## config.mk

```make
export PLATFORM = sky130hd
export DESIGN_NAME = stepper_compare_match_timer
export DESIGN_NICKNAME = d
export VERILOG_FILES = /design/src/common/step_timer_pkg.sv /design/src/verilog/stepper_compare_match_timer.sv
export VERILOG_INCLUDE_DIRS = /design/src /design/src/common
export SDC_FILE = /design/constraint.sdc
export NUM_CORES = 1
export LEC_CHECK = 0
export BUFFER_PORTS_ARGS = -buffer_cell sky130_fd_sc_hd__buf_2
export CAP_MARGIN = 5
export CORE_AREA = 2 2 115 84
export DETAILED_ROUTE_END_ITERATION = 12
export DIE_AREA = 0 0 117 86
export PLACE_DENSITY = 0.82
export SLEW_MARGIN = 0
export SYNTH_ARGS = -nofsm -noshare
export SYNTH_HDL_FRONTEND = slang
export SYNTH_SLANG_ARGS = --single-unit
```

## constraint.sdc

```tcl
create_clock -name ref_clk -period 3.7 [get_ports ref_clk]
set_input_delay 0.555 -clock ref_clk [delete_from_list [all_inputs] [get_ports ref_clk]]
set_output_delay 0.555 -clock ref_clk [all_outputs]
set_load 0.005 [all_outputs]
```

## src/common/step_timer_cfg.svh

```systemverilog
/*
 * Constants for the stepper compare-match timer: register offsets, field
 * positions, reset values and timing counts.
 * Assumes it is included by bare name from the package and the design file.
 */
`ifndef STEP_TIMER_CFG_SVH
`define STEP_TIMER_CFG_SVH

// Register offsets (byte addresses on the plain port)
`define ADDR_TIMER_MODE       16'hff80
`define ADDR_TIMER_CONTROL    16'hff81
`define ADDR_TIMER_IRQ_ENABLE 16'hff82
`define ADDR_TIMER_FLAGS      16'hff83
`define ADDR_TIMER_IO_CONTROL 16'hff84
`define ADDR_COUNTER_HI       16'hff86
`define ADDR_COUNTER_LO       16'hff87
`define ADDR_COMPARE_HI       16'hff88
`define ADDR_COMPARE_LO       16'hff89
`define ADDR_PORT_DATA        16'hffd8
`define ADDR_PORT_DIRECTION   16'hffe8
`define ADDR_IRQ_STATUS       16'hff8a
`define ADDR_IRQ_MASK         16'hff8b

// Field positions
`define BIT_COUNT_START       7
`define BIT_CLEAR_ON_MATCH    7
`define BIT_CLOCK_SELECT_HI   6
`define BIT_CLOCK_SELECT_LO   4
`define BIT_MATCH_A_IRQ_EN    0
`define BIT_MATCH_A_FLAG      0
`define BIT_CAPTURE_SELECT    2
`define BIT_PIN_ACTION_HI     1
`define BIT_PIN_ACTION_LO     0

// Clock select encodings
`define CKS_DIV1              3'h0
`define CKS_DIV2              3'h1
`define CKS_DIV4              3'h2
`define CKS_DIV8              3'h3

// Reset values
`define RST_REG8              8'h00
`define RST_REG16             16'h0000
`define RST_COMPARE           16'hffff
`define IRQ_STATUS_BITS       2

// Timing: documented system clock and prescale, ours runs at 20 MHz
`define SYS_CLK_MHZ           20
`define DOC_SYS_CLK_MHZ       16
`define DOC_PRESCALE          4
`define PRESCALE_WIDTH        3

`endif

```

## src/common/step_timer_pkg.sv

```systemverilog
/*
 * Types for the stepper compare-match timer.
 * Assumes the configuration header sits beside it on the include path.
 */
package step_timer_pkg;
`include "step_timer_cfg.svh"

    // One register access from the plain port
    typedef struct packed {
        logic [15:0] addr;
        logic [7:0]  wdata;
        logic        wr;
        logic        rd;
    } reg_req_t;

    // Counter input source
    typedef enum logic [1:0] {
        SRC_DIV1,
        SRC_DIV2,
        SRC_DIV4,
        SRC_DIV8
    } clk_src_t;

endpackage : step_timer_pkg

```

## src/verilog/stepper_compare_match_timer.sv

```systemverilog
/*
 * Sixteen-bit compare-match timer with a four-line phase output port for a
 * two-phase stepper. Holds the register file, prescaler, counter, compare,
 * flags, interrupt and port.
 * Assumes a single 20 MHz clock, a master that never overlaps strobes, and
 * software that reloads compare and port pattern in the interrupt handler.
 */
// Added by the designer: the address-and-strobe port.
`timescale 1ns/1ns
`default_nettype none
`include "step_timer_cfg.svh"

module stepper_compare_match_timer
    import step_timer_pkg::*;
(
    input  wire logic        ref_clk,    // 20 MHz system clock
    input  wire logic        rst_b,      // Synchronous reset, active low
    input  wire logic [15:0] regAddr,    // Register byte address
    input  wire logic [7:0]  regWdata,   // Write data
    input  wire logic        regWr,      // Write strobe
    input  wire logic        regRd,      // Read strobe
    output logic      [7:0]  regRdata,   // Read data, cycle after strobe
    output logic             irq,        // Level interrupt
    output logic      [7:0]  portOut,    // Port pin output values
    output logic      [7:0]  portOe,     // Port pin output enables
    output logic      [3:0]  phaseLines  // Phase-excitation lines
);

    // Register map, bytes:
    //   ff80 mode
    //   ff81 control
    //   ff82 match enable
    //   ff83 match flag
    //   ff84 io control
    //   ff86 counter high
    //   ff87 counter low
    //   ff88 compare high
    //   ff89 compare low
    //   ff8a sticky events
    //   ff8b event mask
    //   ffd8 port data
    //   ffe8 port direction
    // Unmapped places read zero.
    // Resets: all zero but the
    // compare, which is ffff.
    //
    // Step time at div4 with
    // clear-on-match is compare
    // plus one ticks of four
    // clocks each.
    //
    // Flag clear: read it as one,
    // then write zero to ff83.
    // A match in the clear cycle
    // wins and keeps it set.
    //
    // Events clear by writing one
    // to the bit in ff8a.
    //
    // Phase lines show data and
    // direction ANDed bit by bit.
    //
    // In capture role the compare
    // follows the counter on every
    // tick and no match is made.
    //
    // Pin action 00 is all that is
    // modelled: no pin on a match.
    //
    // Writes never stall: there is
    // no wait state on this port.

    // Bus request as one struct
    reg_req_t req;
    assign req = '{addr: regAddr, wdata: regWdata, wr: regWr, rd: regRd};

    // Software-visible registers

    // Mode: bit 7 runs the counter
    // Other bits are stored only
    logic [7:0]  timerMode;

    // Control: bit 7 clear-on-match
    // Bits 6 to 4 pick the rate
    logic [7:0]  timerControl;

    // Enable: bit 0 gates the flag onto irq
    logic [7:0]  timerIrqEnable;

    // Io control: bit 2 capture
    // Bits 1 and 0 stored only
    logic [7:0]  timerIoControl;

    // Counter, byte-written
    logic [15:0] upCounter;

    // Compare, or captured count
    logic [15:0] stepPeriodCompare;

    // Port data register
    // Low nibble feeds the phases
    logic [7:0]  phasePortData;

    // Port direction, one is out
    logic [7:0]  phasePortDirection;

    // Sticky match flag
    logic        matchAFlag;

    // Sticky events: match, wrap
    logic [`IRQ_STATUS_BITS-1:0] irqStatus;

    // Mask of the sticky events
    logic [`IRQ_STATUS_BITS-1:0] irqMask;

    // Flag was read as one
    // since the last write of zero to the flag
    logic        flagSeenSet;

    // Divider behind the ticks
    logic [`PRESCALE_WIDTH-1:0]  prescaler;

    // High compare byte on hold
    logic [7:0]  compareLowHold;

    // Exact decode, no aliasing

    // Address decode, used by the write paths; the read path decodes in its own case
    function automatic logic hit(input logic [15:0] a, input logic [15:0] off);
        hit = (a == off);
    endfunction : hit

    function automatic clk_src_t decodeSource(input logic [2:0] cks);
        case (cks)
            `CKS_DIV1: decodeSource = SRC_DIV1;
            `CKS_DIV2: decodeSource = SRC_DIV2;
            `CKS_DIV4: decodeSource = SRC_DIV4;
            default:   decodeSource = SRC_DIV8;
        endcase
    endfunction : decodeSource

    // Counter runs while set
    logic     countStart;

    // Counter drops to zero on match
    logic     clearOnMatch;

    // Compare captures instead
    // of comparing
    logic     captureMode;

    // Stored, never acted on
    logic [1:0] pinAction;

    // Chosen count rate
    clk_src_t source;

    // One-cycle enable at that rate
    logic     countTick;

    // Counter equals compare
    logic     compareEqual;

    // Match, taken on a tick only
    // so it fires once per pass
    logic     matchEvent;

    // Software writes a counter byte
    // and wins over counting
    logic     counterWrite;

    // Write of zero to the flag
    logic     flagWriteZero;

    assign countStart   = timerMode[`BIT_COUNT_START];
    assign clearOnMatch = timerControl[`BIT_CLEAR_ON_MATCH];
    assign source       = decodeSource(
        timerControl[`BIT_CLOCK_SELECT_HI:`BIT_CLOCK_SELECT_LO]);
    assign captureMode  = timerIoControl[`BIT_CAPTURE_SELECT];
    assign pinAction    = timerIoControl[`BIT_PIN_ACTION_HI:`BIT_PIN_ACTION_LO];

    // The divider never stops, so
    // the first tick after a start
    // may come up to seven early at div8, three at div4.

    // Free-running prescaler; a tick is a one-cycle enable at the chosen rate.
    // At div4 a count lasts four system clocks, so the match period is
    // compare value plus one, times four clocks, when clear-on-match is set.
    always_ff @(posedge ref_clk) begin
        if (!rst_b) begin
            prescaler <= '0;
        end else begin
            prescaler <= prescaler + 3'h1;
        end
    end

    // One divider for all rates
    // keeps them in phase.

    // Tick selection from the prescaler
    always_comb begin
        case (source)
            SRC_DIV1: countTick = 1'b1;
            SRC_DIV2: countTick = (prescaler[0] == 1'b1);
            SRC_DIV4: countTick = (prescaler[1:0] == 2'h3);
            default:  countTick = (prescaler == 3'h7);
        endcase
    end

    // Compare zero with clear-on-
    // match fires every tick.

    // Match is a compare of the live counter against the compare register,
    // taken on the tick that would step past it so each match fires once.
    assign compareEqual = (upCounter == stepPeriodCompare);
    assign matchEvent   = countStart && countTick && compareEqual && !captureMode;
    assign counterWrite = req.wr && (hit(req.addr, `ADDR_COUNTER_HI) ||
                                     hit(req.addr, `ADDR_COUNTER_LO));

    // Byte writes land at once, so
    // stop the counter before a
    // write to avoid a torn value.

    // Counter: software write wins, otherwise advance while started
    always_ff @(posedge ref_clk) begin
        if (!rst_b) begin
            upCounter <= `RST_REG16;
        end else if (req.wr && hit(req.addr, `ADDR_COUNTER_HI)) begin
            upCounter <= {req.wdata, upCounter[7:0]};
        end else if (req.wr && hit(req.addr, `ADDR_COUNTER_LO)) begin
            upCounter <= {upCounter[15:8], req.wdata};
        end else if (countStart && countTick) begin
            if (matchEvent && clearOnMatch) begin
                upCounter <= `RST_REG16;
            end else begin
                upCounter <= upCounter + 16'h0001;
            end
        end
    end

    // A lone low write reuses the
    // last held high byte.

    // Compare register; in capture mode it snapshots the counter instead.
    // High byte is buffered until the low byte lands so a half-written
    // period never produces a stray match.
    always_ff @(posedge ref_clk) begin
        if (!rst_b) begin
            stepPeriodCompare <= `RST_COMPARE;
            compareLowHold    <= `RST_REG8;
        end else if (req.wr && hit(req.addr, `ADDR_COMPARE_HI)) begin
            compareLowHold <= req.wdata;
        end else if (req.wr && hit(req.addr, `ADDR_COMPARE_LO)) begin
            stepPeriodCompare <= {compareLowHold, req.wdata};
        end else if (captureMode && countStart && countTick) begin
            stepPeriodCompare <= upCounter;
        end
    end

    // Unmapped writes fall through
    // and change nothing.

    // Plain control registers
    always_ff @(posedge ref_clk) begin
        if (!rst_b) begin
            timerMode          <= `RST_REG8;
            timerControl       <= `RST_REG8;
            timerIrqEnable     <= `RST_REG8;
            timerIoControl     <= `RST_REG8;
            phasePortData      <= `RST_REG8;
            phasePortDirection <= `RST_REG8;
            irqMask            <= '0;
        end else if (req.wr) begin
            if (hit(req.addr, `ADDR_TIMER_MODE))       timerMode          <= req.wdata;
            if (hit(req.addr, `ADDR_TIMER_CONTROL))    timerControl       <= req.wdata;
            if (hit(req.addr, `ADDR_TIMER_IRQ_ENABLE)) timerIrqEnable     <= req.wdata;
            if (hit(req.addr, `ADDR_TIMER_IO_CONTROL)) timerIoControl     <= req.wdata;
            if (hit(req.addr, `ADDR_PORT_DATA))        phasePortData      <= req.wdata;
            if (hit(req.addr, `ADDR_PORT_DIRECTION))   phasePortDirection <= req.wdata;
            if (hit(req.addr, `ADDR_IRQ_MASK))         irqMask <= req.wdata[`IRQ_STATUS_BITS-1:0];
        end
    end

    // A blind write of zero cannot
    // drop a match not yet seen;
    // a write of one does nothing.

    // Match flag: clear by writing 0 after reading it as 1; a new match in
    // the same cycle as the clear keeps the flag set.
    assign flagWriteZero = req.wr && hit(req.addr, `ADDR_TIMER_FLAGS) &&
                           !req.wdata[`BIT_MATCH_A_FLAG];
    always_ff @(posedge ref_clk) begin
        if (!rst_b) begin
            matchAFlag  <= 1'b0;
            flagSeenSet <= 1'b0;
        end else begin
            if (matchEvent) begin
                matchAFlag <= 1'b1;
            end else if (flagWriteZero && flagSeenSet) begin
                matchAFlag <= 1'b0;
            end
            if (req.rd && hit(req.addr, `ADDR_TIMER_FLAGS) && matchAFlag) begin
                flagSeenSet <= 1'b1;
            end else if (flagWriteZero) begin
                flagSeenSet <= 1'b0;
            end
        end
    end

    // A second, mask-gated path
    // to the interrupt.

    // Sticky event status: bit 0 match, bit 1 counter wrap; write 1 clears,
    // set wins over a clear in the same cycle.
    logic [`IRQ_STATUS_BITS-1:0] events;
    assign events = {countStart && countTick && (upCounter == 16'hffff) && !counterWrite,
                     matchEvent};
    always_ff @(posedge ref_clk) begin
        if (!rst_b) begin
            irqStatus <= '0;
        end else begin
            irqStatus <= events | (irqStatus &
                ~((req.wr && hit(req.addr, `ADDR_IRQ_STATUS)) ?
                  req.wdata[`IRQ_STATUS_BITS-1:0] : {`IRQ_STATUS_BITS{1'b0}}));
        end
    end

    // Combinational: drops in the
    // cycle the flag clears.

    // Interrupt: the match request follows the flag, so clearing the flag
    // drops it; the sticky status adds the masked event sources.
    assign irq = (matchAFlag && timerIrqEnable[`BIT_MATCH_A_IRQ_EN]) ||
                 |(irqStatus & irqMask);

    // Direction gates only the
    // phase lines, not the pins.

    // Port pins: the data register drives every output line; the compare
    // match never touches a pin since only pin action 00 is supported.
    genvar g;
    generate
        for (g = 0; g < 8; g++) begin : gPort
            assign portOut[g] = phasePortData[g];
            assign portOe[g]  = phasePortDirection[g];
        end
    endgenerate
    assign phaseLines = phasePortData[3:0] & phasePortDirection[3:0];

    // Reads only arm the flag
    // clear; data fall back to
    // zero so none is stale.

    // Read data, registered, valid the cycle after the strobe only
    always_ff @(posedge ref_clk) begin
        if (!rst_b) begin
            regRdata <= `RST_REG8;
        end else if (!req.rd) begin
            regRdata <= `RST_REG8;
        end else begin
            case (req.addr)
                `ADDR_TIMER_MODE:       regRdata <= timerMode;
                `ADDR_TIMER_CONTROL:    regRdata <= timerControl;
                `ADDR_TIMER_IRQ_ENABLE: regRdata <= timerIrqEnable;
                `ADDR_TIMER_FLAGS:      regRdata <= {7'h00, matchAFlag};
                `ADDR_TIMER_IO_CONTROL: regRdata <= timerIoControl;
                `ADDR_COUNTER_HI:       regRdata <= upCounter[15:8];
                `ADDR_COUNTER_LO:       regRdata <= upCounter[7:0];
                `ADDR_COMPARE_HI:       regRdata <= stepPeriodCompare[15:8];
                `ADDR_COMPARE_LO:       regRdata <= stepPeriodCompare[7:0];
                `ADDR_PORT_DATA:        regRdata <= phasePortData;
                `ADDR_PORT_DIRECTION:   regRdata <= phasePortDirection;
                `ADDR_IRQ_STATUS:       regRdata <= {6'h00, irqStatus};
                `ADDR_IRQ_MASK:         regRdata <= {6'h00, irqMask};
                default:                regRdata <= `RST_REG8;
            endcase
        end
    end

    // Pin action is stored only;
    // this fold marks it as read.

    logic unusedPinAction;
    assign unusedPinAction = ^pinAction;

endmodule : stepper_compare_match_timer
`default_nettype wire

```

* After elaboration in Yosys (flattened, before gate mapping)
Index checks and enable logic that the tools add are counted.
Operators by class: add/subtract/negate cells 2, $mul 0, div/mod/pow operators 0, order comparisons 0, eq/ne operators 22, shift-type cells 0, muxes and demuxes 14, bitwise gates (word level) 7, reductions and logical operators 44
Operators by type and width (count):
- $eq A16 B16 Y1 const B | 14
- $pmux W8 S13 | 1
- $mux W16 | 6
- $reduce_and A2 Y1 | 11
- $logic_and A1 B1 Y1 | 20
- $add A16 B1 Y16 const B | 1
- $eq A16 B16 Y1 | 1
- $reduce_bool A2 Y1 | 5
- $pmux W2 S3 | 1
- $and A2 B2 Y2 | 2
- $and A4 B4 Y4 | 1
- $eq A2 B2 Y1 const B | 2
- $mux W1 | 4
- $add A3 B1 Y3 const B | 1
- $eq A3 B1 Y1 const B | 1
- $eq A3 B2 Y1 const B | 1
- $eq A3 B3 Y1 const B | 1
- $logic_not A1 Y1 | 3
- $logic_not A3 Y1 | 1
- $pmux W1 S3 | 1
- $eq A2 B1 Y1 const B | 1
- $logic_not A2 Y1 | 1
- $logic_or A1 B1 Y1 | 2
- $mux W2 | 1
- 5 further kinds | 6
Word-level totals: bits in registers 105, latch bits 0, RAM bits 0, memory bits (read-only) 0, logic and storage cells 105, memories kept 0

* Depth between registers and ports, before layout
Gate-level depths: netlist (run 1).
word-level depth 12, gate-level depth with buffers 9

* Worst setup path after synthesis (run 1)
No wires, ideal clock.
path type input -> register, from in regAddr[4], to reg stepPeriodCompare[10], arrival 2.084 ns, slack 1.475 ns, cell stages on the path 6, path buffers 1, path through or4b_4 -> nor3_1 -> nand3_1 -> o21ai_2 -> buf_2 -> o211ai_1
Between the ends: word-level cells in the longest chain between the ends 4, elaborated cells between the ends (all ways) 8
RTL lines:
- from (decl) | RTL line stepper_compare_match_timer.sv:18 | input wire logic [15:0] regAddr,
- $eq A16 B16 Y1 | RTL line stepper_compare_match_timer.sv:130 | hit = (a == off);
- $logic_and A1 B1 Y1 (on tied branches) | RTL line stepper_compare_match_timer.sv:253, stepper_compare_match_timer.sv:251
- $reduce_bool A2 Y1 (no line) / $not A1 Y1 (equally long branches)
- $reduce_and A2 Y1 (no line)
- to (signal assigned) | RTL line stepper_compare_match_timer.sv:249 | stepPeriodCompare <= `RST_COMPARE;
- to (signal assigned) | RTL line stepper_compare_match_timer.sv:254 | stepPeriodCompare <= {compareLowHold, req.wdata};
- to (signal assigned) | RTL line stepper_compare_match_timer.sv:256 | stepPeriodCompare <= upCounter;
- to (decl) | RTL line stepper_compare_match_timer.sv:98 | logic [15:0] stepPeriodCompare;
Several ways; a longest one is shown, not always the timed one. A chain may end at the register's enable or synchronous reset.

* Worst setup path after layout (run 1)
from reg prescaler[0], to reg upCounter[14]
Between the ends: word-level cells in the longest chain between the ends 10, elaborated cells between the ends (all ways) 13
RTL lines:
- from (decl) | RTL line stepper_compare_match_timer.sv:121 | logic [`PRESCALE_WIDTH-1:0] prescaler;
- from (signal assigned) | RTL line stepper_compare_match_timer.sv:193 | prescaler <= prescaler + 3'h1;
- $eq A3 B3 Y1 / $eq A2 B2 Y1 (equally long branches) | RTL line stepper_compare_match_timer.sv:206, stepper_compare_match_timer.sv:205
- $pmux W1 S3 * | RTL line stepper_compare_match_timer.sv:202 | case (source)
- $logic_and A1 B1 Y1 * | RTL line stepper_compare_match_timer.sv:216, stepper_compare_match_timer.sv:232
- $logic_and A1 B1 Y1 (2 in series) | RTL line stepper_compare_match_timer.sv:216 | assign matchEvent = countStart && countTick && compareEqual && !captureMode;
- $logic_and A1 B1 Y1 | RTL line stepper_compare_match_timer.sv:233 | if (matchEvent && clearOnMatch) begin
- $mux W16 | RTL line stepper_compare_match_timer.sv:233
- $mux W16 | RTL line stepper_compare_match_timer.sv:232 | end else if (countStart && countTick) begin
- $mux W16 | RTL line stepper_compare_match_timer.sv:230 | end else if (req.wr && hit(req.addr, `ADDR_COUNTER_LO)) begin
- $mux W16 | RTL line stepper_compare_match_timer.sv:228 | end else if (req.wr && hit(req.addr, `ADDR_COUNTER_HI)) begin
- to (signal assigned) | RTL line stepper_compare_match_timer.sv:229 | upCounter <= {req.wdata, upCounter[7:0]};
- to (signal assigned) | RTL line stepper_compare_match_timer.sv:231 | upCounter <= {upCounter[15:8], req.wdata};
- to (signal assigned) | RTL line stepper_compare_match_timer.sv:234 | upCounter <= `RST_REG16;
- to (decl) | RTL line stepper_compare_match_timer.sv:95 | logic [15:0] upCounter;
Every way passes the cells marked *; elsewhere a longest branch is shown, timed or not. The select of a mux whose other input is x is not followed.

==> flow_results.xml, run 1 <==
<?xml version="1.0" encoding="UTF-8"?>
<metrics>
  <group name="synthesis">
    <metric name="syn_inst" unit="">721</metric>
    <metric name="synth_top_flop_cell" unit="">dfxtp_1</metric>
    <metric name="post_synthesis_cell_area" unit="mm²">0.00558</metric>
    <metric name="ys_ff_latch" unit="">105</metric>
    <metric name="synth.distinct_cells" unit="">52</metric>
    <metric name="synth_area_leaders" unit="">dfxtp_1 (38%), nand2_1 (9.6%), a21oi_1 (6.1%)</metric>
    <metric name="synth_enable_flop_cells" unit="">0</metric>
    <metric name="yosys.cell_count.top_type" unit="">nand2_1</metric>
    <metric name="synth_largest_type_area_fraction" unit="%">37.6</metric>
    <metric name="synth.net_count" unit="">752</metric>
    <metric name="ys_warn_count" unit="">0</metric>
    <metric name="netlist.top_cell.by_area" unit="">dfxtp_1</metric>
    <metric name="syn-mean-instance-area" unit="µm²">7.74</metric>
    <metric name="synth_common_cells" unit="">nand2_1 (143), dfxtp_1 (105), a21oi_1 (68), nand3_1 (54), clkbuf_1 (39)</metric>
    <metric name="synth-seq-area-share" unit="%">37.6</metric>
    <metric name="asr_flop_ratio_synth" unit="%">0</metric>
  </group>
  <group name="detailed_routing">
    <metric name="route.antenna.remaining_nets" unit="">0</metric>
    <metric name="num_vias" unit="">5863</metric>
    <metric name="detailed_routing_iterations_pass_1" unit="">6</metric>
    <metric name="drc" unit="">0</metric>
    <metric name="post_drt_via_cell_ratio" unit="">6.69</metric>
    <metric name="detail_route.wirelength" unit="µm">19300</metric>
    <metric name="routed_wire_length_per_instance" unit="µm">22.0</metric>
    <metric name="initial_detailed_routing_violation_count" unit="">1012</metric>
  </group>
  <group name="clock_tree">
    <metric name="post_cts.repair.setup_buffers" unit="">0</metric>
    <metric name="cts-buffers-inserted" unit="">9</metric>
    <metric name="cts-hold-fix-buffers" unit="">0</metric>
    <metric name="post_cts_resized" unit="">0</metric>
    <metric name="htree_depth" unit="">3</metric>
    <metric name="clk_path_buf_depth" unit="">2</metric>
    <metric name="clk_latency" unit="ns">0.35</metric>
    <metric name="tritoncts" unit="">yes</metric>
    <metric name="clock_sinks" unit="">105</metric>
    <metric name="clk_transition_reported_paths" unit="ns">0.07</metric>
    <metric name="clockRootBuffer" unit="">clkbuf_16</metric>
  </group>
  <group name="global_routing">
    <metric name="first_global_vias" unit="">5337</metric>
    <metric name="pin_count_of_the_biggest_net_entering_global_routing" unit="">58</metric>
    <metric name="grt_pass1_wl" unit="µm">29600</metric>
    <metric name="number_of_antenna_violations_at_the_first_check_in_global_routing" unit="">0</metric>
    <metric name="grt-ovfl-total" unit="">0</metric>
    <metric name="groute.usage.overall" unit="%">39.2</metric>
  </group>
  <group name="setup_path">
    <metric name="worst_r2r_endpoint" unit="">upCounter[14]$_SDFFE_PN0P_</metric>
    <metric name="regToRegStartpoint" unit="">prescaler[0]$_SDFF_PN0_</metric>
    <metric name="crit_path_end_kind" unit="">flip-flop</metric>
    <metric name="reg2reg_slack" unit="ns">1.00</metric>
    <metric name="crit_path_start" unit="">prescaler[0]$_SDFF_PN0_</metric>
    <metric name="timing.critical_path.required" unit="ns">3.97</metric>
    <metric name="critPathCapture" unit="">upCounter[14]$_SDFFE_PN0P_</metric>
    <metric name="r2r_cells" unit="">8</metric>
    <metric name="worstSetupStartpointType" unit="">flip-flop</metric>
    <metric name="crit_fanout" unit="">10</metric>
    <metric name="path_class" unit="">reg2reg</metric>
    <metric name="cp_data_arrival_time" unit="ns">2.97</metric>
  </group>
  <group name="floorplan">
    <metric name="die_width" unit="µm">117</metric>
    <metric name="start_util" unit="%">62.8</metric>
    <metric name="fp.dieArea" unit="mm²">0.0101</metric>
    <metric name="placement_rows" unit="">29</metric>
    <metric name="design.core.area" unit="mm²">0.00889</metric>
    <metric name="die_h" unit="µm">86</metric>
    <metric name="boundaryPins" unit="">57</metric>
  </group>
  <group name="timing">
    <metric name="worst_pin_slew" unit="ns">1.20</metric>
    <metric name="timing.final.crit_period" unit="ns">2.70</metric>
    <metric name="setup_viol" unit="">0</metric>
    <metric name="grt_setup_unrepaired" unit="">no</metric>
    <metric name="finalClockSkew" unit="ns">0.00651</metric>
    <metric name="slew_headroom" unit="%">20.2</metric>
    <metric name="fin_tns_setup" unit="ns">0</metric>
    <metric name="fin_crit_sh" unit="%">72.9</metric>
    <metric name="final_hold_viol_count" unit="">0</metric>
    <metric name="slew_viol_final" unit="">0</metric>
    <metric name="max_clock_freq" unit="GHz">0.371</metric>
  </group>
  <group name="placement">
    <metric name="portBuffers" unit="">56</metric>
    <metric name="detailedPlacementHpwl" unit="µm">13600</metric>
    <metric name="post_dp_cell_area" unit="mm²">0.00590</metric>
    <metric name="gp_routability_congestion" unit="">1.04</metric>
  </group>
  <group name="layout">
    <metric name="fin_util" unit="%">69.9</metric>
    <metric name="final_layout_size_suffix_gt1_share" unit="%">13.7</metric>
    <metric name="post-route-cell-area" unit="mm²">0.00621</metric>
    <metric name="antenna_cells_inserted" unit="">0</metric>
    <metric name="layout-area-overhead-vs-synth" unit="%">11.2</metric>
    <metric name="final_nets" unit="">778</metric>
  </group>
  <group name="flow_run">
    <metric name="drv.max_cap_violation_count" unit="">0</metric>
  </group>
  <group name="power">
    <metric name="power.density_cell_area" unit="mW/mm²">363</metric>
    <metric name="power.leakage" unit="nW">2.32</metric>
    <metric name="vdd.ir_drop.worst" unit="V">0.000291</metric>
    <metric name="total_power" unit="mW">2.25</metric>
  </group>
  <group name="outcome">
    <metric name="status" unit="">completed</metric>
  </group>
  <group name="hold_path">
    <metric name="hp-class" unit="">reg2reg</metric>
  </group>
</metrics>
==> cell usage in the layout (no fill, tap or decap), types with 3 or more instances in the layout <==
| cell type | synthesis | layout |
|---|---|---|
| a21oi_1 | 68 | 68 |
| a22o_1 | 5 | 5 |
| a22oi_1 | 8 | 8 |
| a2bb2oi_1 | 3 | 3 |
| a311oi_1 | 3 | 3 |
| a31oi_1 | 21 | 21 |
| a32oi_1 | 3 | 3 |
| a41oi_1 | 3 | 3 |
| and2_1 | 11 | 11 |
| and3_1 | 7 | 7 |
| and4_1 | 8 | 8 |
| buf_2 | 14 | 56 |
| buf_4 | 1 | 15 |
| clkbuf_16 | 0 | 9 |
| dfxtp_1 | 105 | 105 |
| ha_1 | 3 | 3 |
| inv_1 | 8 | 7 |
| inv_6 | 0 | 3 |
| mux2_2 | 4 | 4 |
| mux2i_1 | 28 | 28 |
| nand2_1 | 143 | 143 |
| nand2b_1 | 6 | 6 |
| nand3_1 | 54 | 54 |
| nand4_1 | 13 | 13 |
| nor2_1 | 35 | 35 |
| nor2b_1 | 7 | 7 |
| nor3_1 | 14 | 14 |
| nor4_1 | 8 | 8 |
| nor4b_1 | 3 | 3 |
| o211ai_1 | 16 | 16 |
| o21a_1 | 4 | 4 |
| o21ai_0 | 19 | 19 |
| o22ai_1 | 3 | 3 |
| or3_1 | 8 | 8 |
| xnor2_1 | 10 | 10 |
| xor2_1 | 11 | 11 |
==> stage by stage <==
| step | hold WS (ns) | setup WS (ns) | instances |
|---|---|---|---|
| global placement | 0.434 | 0.836 | 860 |
| finish | 0.455 | 1.00 | 876 |
| CTS | 0.455 | 1.10 | 876 |
| floorplan | 0.417 | 1.47 | 721 |
| global route | 0.474 | 0.838 | 876 |
| detailed placement | 0.444 | 0.786 | 860 |
==> cell families (layout without fill, tap and decap cells) <==
group           Yosys count  after routing  share of synthesized area (%)
compound gates          165            165                           18.4
buf+inv                  65             96                           4.75
fa+ha+maj                 3              3                          0.672
simple gates            330            330                           29.4
flops                   105            105                           37.6
mux                      32             32                           5.83
xor+xnor                 21             21                           3.29
==> worst max-delay path, stage by stage (launching register included) <==
cell and delay (ns):
dfxtp_1 0.37, ha_1 0.19, ha_1 0.16, nor2b_1 0.05
o21a_1 0.20, nor2_1 0.54, nand2_1 0.43, or3b_2 0.56
a31oi_1 0.13
==> registers in the layout, indices dropped and copies added (netlist names) <==
signal / flops
compareLowHold: 8
flagSeenSet: 1
irqMask: 2
irqStatus: 2
matchAFlag: 1
portOe: 8
portOut: 8
prescaler: 3
regRdata: 8
stepPeriodCompare: 16
timerControl: 8
timerIoControl: 8
timerIrqEnable: 8
timerMode: 8
upCounter: 16
==> layer usage <==
| metal | routed length [µm] | share of wire [%] | GRT usage (%) |
|---|---|---|---|
| met5 | 0 | 0 | 0 |
| met4 | 733 | 3.8 | 14.9 |
| met2 | 7830 | 41 | 55.1 |
| met3 | 2760 | 14 | 11.0 |
| met1 | 7970 | 41 | 56.9 |
==> area by class of cell <==
cell class                      count  area [µm²]
Fill cell                         713        2680
Clock inverter                      7        83.8
Tap cell                          124         155
Sequential cell                   105        2100
Timing Repair Buffer               71         393
Inverter                            9        33.8
Clock buffer                        9         225
Multi-Input combinational cell    551        3220
==> report_power, final <==
group          internal (mW)  switching [mW]
Combinational         0.0328          0.0993
Sequential              1.13         0.00129
Clock                  0.538           0.451
==> how the worst min path moves through the flow <==
stage	startpoint	to	slack (ns)	depth (start not counted)
detailed placement	timerIoControl[0]$_SDFFE_PN0P_	timerIoControl[0]$_SDFFE_PN0P_	0.44	2
CTS	timerIoControl[0]$_SDFFE_PN0P_	timerIoControl[0]$_SDFFE_PN0P_	0.46	2
floorplan	prescaler[0]$_SDFF_PN0_	prescaler[0]$_SDFF_PN0_	0.42	1
global route	timerIrqEnable[5]$_SDFFE_PN0P_	timerIrqEnable[5]$_SDFFE_PN0P_	0.47	2
global placement	prescaler[0]$_SDFF_PN0_	prescaler[0]$_SDFF_PN0_	0.43	1
finish	timerIrqEnable[5]$_SDFFE_PN0P_	timerIrqEnable[5]$_SDFFE_PN0P_	0.46	2
No activity file was read; power rests on OpenSTA's default activity.
==> run 2, diff against run 1 <==
Settings changed: CORE_AREA 2 2 115 84 to 2 2 120 87, DIE_AREA 0 0 117 86 to 0 0 122 89, PLACE_DENSITY 0.82 to 0.76.
Clock period 3.7 ns to 2.5 ns, I/O delays scaled along.
==> flow_results.xml, run 2 (synthesis gave the netlist of run 1 again) <==
<?xml version="1.0" encoding="UTF-8"?>
<metrics>
  <group name="setup_path">
    <metric name="slowest_stage" unit="">or3b_2</metric>
    <metric name="worst_r2r_endpoint" unit="">upCounter[14]$_SDFFE_PN0P_</metric>
    <metric name="crit_path_end_kind" unit="">flip-flop</metric>
    <metric name="cp_data_arrival_time" unit="ns">2.63</metric>
    <metric name="crit_path_start" unit="">prescaler[0]$_SDFF_PN0_</metric>
    <metric name="crit_fanout" unit="">10</metric>
    <metric name="timing.critical_path.required" unit="ns">2.77</metric>
    <metric name="critical_path.cell_chain" unit="">ha_1, ha_1, nor2b_1, o21a_1, nor2_1, nand2_1, or3b_2, a31oi_1</metric>
    <metric name="path_class" unit="">reg2reg</metric>
    <metric name="critical-path-top-cell-by-count" unit="">ha_1</metric>
    <metric name="cpPeakStageDelay" unit="ns">0.53</metric>
    <metric name="worstSetupStartpointType" unit="">flip-flop</metric>
    <metric name="critPathCapture" unit="">upCounter[14]$_SDFFE_PN0P_</metric>
    <metric name="reg2reg_slack" unit="ns">0.14</metric>
    <metric name="r2r_cells" unit="">8</metric>
    <metric name="regToRegStartpoint" unit="">prescaler[0]$_SDFF_PN0_</metric>
  </group>
  <group name="timing">
    <metric name="grt_setup_unrepaired" unit="">no</metric>
    <metric name="slew_headroom" unit="%">39.4</metric>
    <metric name="fin_tns_setup" unit="ns">0</metric>
    <metric name="final_hold_viol_count" unit="">0</metric>
    <metric name="hold_slack" unit="ns">0.370</metric>
    <metric name="fin_crit_sh" unit="%">94.4</metric>
    <metric name="setup_viol" unit="">0</metric>
    <metric name="worst_pin_slew" unit="ns">0.906</metric>
    <metric name="finalClockSkew" unit="ns">0.0112</metric>
    <metric name="timing.final.crit_period" unit="ns">2.36</metric>
    <metric name="slew_viol_final" unit="">0</metric>
    <metric name="max_clock_freq" unit="GHz">0.424</metric>
  </group>
  <group name="floorplan">
    <metric name="boundaryPins" unit="">57</metric>
    <metric name="die_h" unit="µm">89</metric>
    <metric name="placement_rows" unit="">30</metric>
    <metric name="fp.dieArea" unit="mm²">0.0109</metric>
    <metric name="design.core.area" unit="mm²">0.00957</metric>
    <metric name="start_util" unit="%">58.3</metric>
    <metric name="die_width" unit="µm">122</metric>
  </group>
  <group name="global_routing">
    <metric name="gr-usage-met1" unit="%">55.5</metric>
    <metric name="number_of_antenna_violations_at_the_first_check_in_global_routing" unit="">0</metric>
    <metric name="grt.met3_usage" unit="%">9.69</metric>
    <metric name="grt-ovfl-total" unit="">0</metric>
    <metric name="grt_pass1_wl" unit="µm">30000</metric>
    <metric name="pin_count_of_the_biggest_net_entering_global_routing" unit="">59</metric>
    <metric name="grt_busiest_layer" unit="">met1</metric>
    <metric name="groute.usage.overall" unit="%">37.6</metric>
    <metric name="met2_usage" unit="%">52.4</metric>
    <metric name="first_global_vias" unit="">5242</metric>
  </group>
  <group name="power">
    <metric name="power.share.clock" unit="%">42.5</metric>
    <metric name="power.leakage" unit="nW">2.45</metric>
    <metric name="power.density_cell_area" unit="mW/mm²">510</metric>
    <metric name="sw_share" unit="%">25.9</metric>
    <metric name="vdd.ir_drop.worst" unit="V">0.000450</metric>
    <metric name="power_report.internal_total" unit="mW">2.43</metric>
    <metric name="combinationalPowerShare" unit="%">6.3</metric>
    <metric name="total_switching_power" unit="mW">0.847</metric>
    <metric name="seq_power_share" unit="%">51.2</metric>
  </group>
  <group name="placement">
    <metric name="gp_routability_congestion" unit="">0.989</metric>
    <metric name="detailedPlacementHpwl" unit="µm">14500</metric>
    <metric name="post_dp_cell_area" unit="mm²">0.00613</metric>
    <metric name="portBuffers" unit="">56</metric>
    <metric name="dp.cells" unit="">891</metric>
  </group>
  <group name="clock_tree">
    <metric name="tritoncts" unit="">yes</metric>
    <metric name="clk_transition_reported_paths" unit="ns">0.08</metric>
    <metric name="clock_sinks" unit="">105</metric>
    <metric name="post_cts.repair.setup_buffers" unit="">0</metric>
    <metric name="cts-hold-fix-buffers" unit="">0</metric>
    <metric name="clockRootBuffer" unit="">clkbuf_16</metric>
    <metric name="htree_depth" unit="">3</metric>
    <metric name="clk_latency" unit="ns">0.36</metric>
    <metric name="clk_path_buf_depth" unit="">2</metric>
    <metric name="post_cts_resized" unit="">0</metric>
    <metric name="cts-buffers-inserted" unit="">9</metric>
  </group>
  <group name="flow_run">
    <metric name="drv.max_cap_violation_count" unit="">0</metric>
  </group>
  <group name="layout">
    <metric name="post-route-cell-area" unit="mm²">0.00642</metric>
    <metric name="final_common_cell" unit="">nand2_1</metric>
    <metric name="final_nets" unit="">805</metric>
    <metric name="layout.cells.most_common_list" unit="">nand2_1 (143), dfxtp_1 (105), a21oi_1 (68)</metric>
    <metric name="layout-area-overhead-vs-synth" unit="%">15.0</metric>
    <metric name="final_layout_size_suffix_gt1_share" unit="%">16.6</metric>
    <metric name="layout.filler_cells" unit="">819</metric>
    <metric name="filler_free_cell_count_of_the_finished_design" unit="">907</metric>
    <metric name="antenna_cells_inserted" unit="">0</metric>
    <metric name="largest_registers" unit="">stepPeriodCompare x16, upCounter x16</metric>
  </group>
  <group name="detailed_routing">
    <metric name="drc" unit="">0</metric>
    <metric name="initial_detailed_routing_violation_count" unit="">1036</metric>
    <metric name="routed_wire_length_per_instance" unit="µm">22.2</metric>
    <metric name="route.antenna.remaining_nets" unit="">0</metric>
    <metric name="detailed_routing_iterations_pass_1" unit="">5</metric>
    <metric name="detail_route.wirelength" unit="µm">20100</metric>
    <metric name="num_vias" unit="">5955</metric>
    <metric name="post_drt_via_cell_ratio" unit="">6.57</metric>
  </group>
  <group name="outcome">
    <metric name="status" unit="">completed</metric>
  </group>
  <group name="hold_path">
    <metric name="hp-class" unit="">in2reg</metric>
  </group>
</metrics>
run 2: critical path: cells and delay by family, from the launching register on:
kind,cells,cell delay [ns]
flip-flops,1,0.37
adder cells (fa/ha/maj),2,0.35
AND/OR/NAND/NOR,4,1.20
AO/OA/AOI/OAI,2,0.37
run 2: final cells by class:
| type | instances | area (µm²) | share of cell area, % |
|---|---|---|---|
| flip-flops and latches | 105 | 2100 | 32.7 |
| well taps | 128 | 160 | 2.49 |
| clock inverters | 6 | 58.8 | 0.916 |
| clock buffers | 10 | 229 | 3.57 |
| inverters | 9 | 33.8 | 0.526 |
| repair buffers | 98 | 621 | 9.66 |
| multi-input cells | 551 | 3220 | 50.1 |
run 2: metal layers:
metal / wire length, µm / part of all wire, % / vias to the layer above
met4: 622 / 3.1 / 0
met2: 8030 / 40 / 438
met5: 0 / 0 / -
met3: 2890 / 14 / 54
met1: 8560 / 43 / 2774
li1: - / - / 2689
run 2: stage by stage:
step                      util, %  setup WS, ns  total power [mW]
after floorplan                 -         0.451              1.82
after global placement       64.1         0.155              1.91
after detailed placement     64.1        0.0695              1.91
after CTS                    67.1         0.230              3.27
after global routing         67.1        0.0842              3.35
final                        67.1         0.141              3.27
run 2: how the worst min path moves through the flow:
stage | to | start | slack (ns) | depth (start not counted)
CTS | stepPeriodCompare[5]$_SDFFE_PN1P_ | rst_b | 0.36 | 2
finish | stepPeriodCompare[5]$_SDFFE_PN1P_ | rst_b | 0.37 | 2
floorplan | prescaler[0]$_SDFF_PN0_ | prescaler[0]$_SDFF_PN0_ | 0.42 | 1
detailed placement | timerControl[2]$_SDFFE_PN0P_ | timerControl[2]$_SDFFE_PN0P_ | 0.45 | 2
global placement | prescaler[0]$_SDFF_PN0_ | prescaler[0]$_SDFF_PN0_ | 0.43 | 1
global route | stepPeriodCompare[5]$_SDFFE_PN1P_ | rst_b | 0.37 | 2
run 2: power by group through the flow:
stage,logic (mW),registers [mW],clock network [mW]
2_1_floorplan,0.103,1.72,0
3_3_place_gp,0.192,1.72,0
3_5_place_dp,0.196,1.72,0
4_1_cts,0.196,1.68,1.40
5_1_grt,0.213,1.68,1.46
6_report,0.206,1.68,1.39
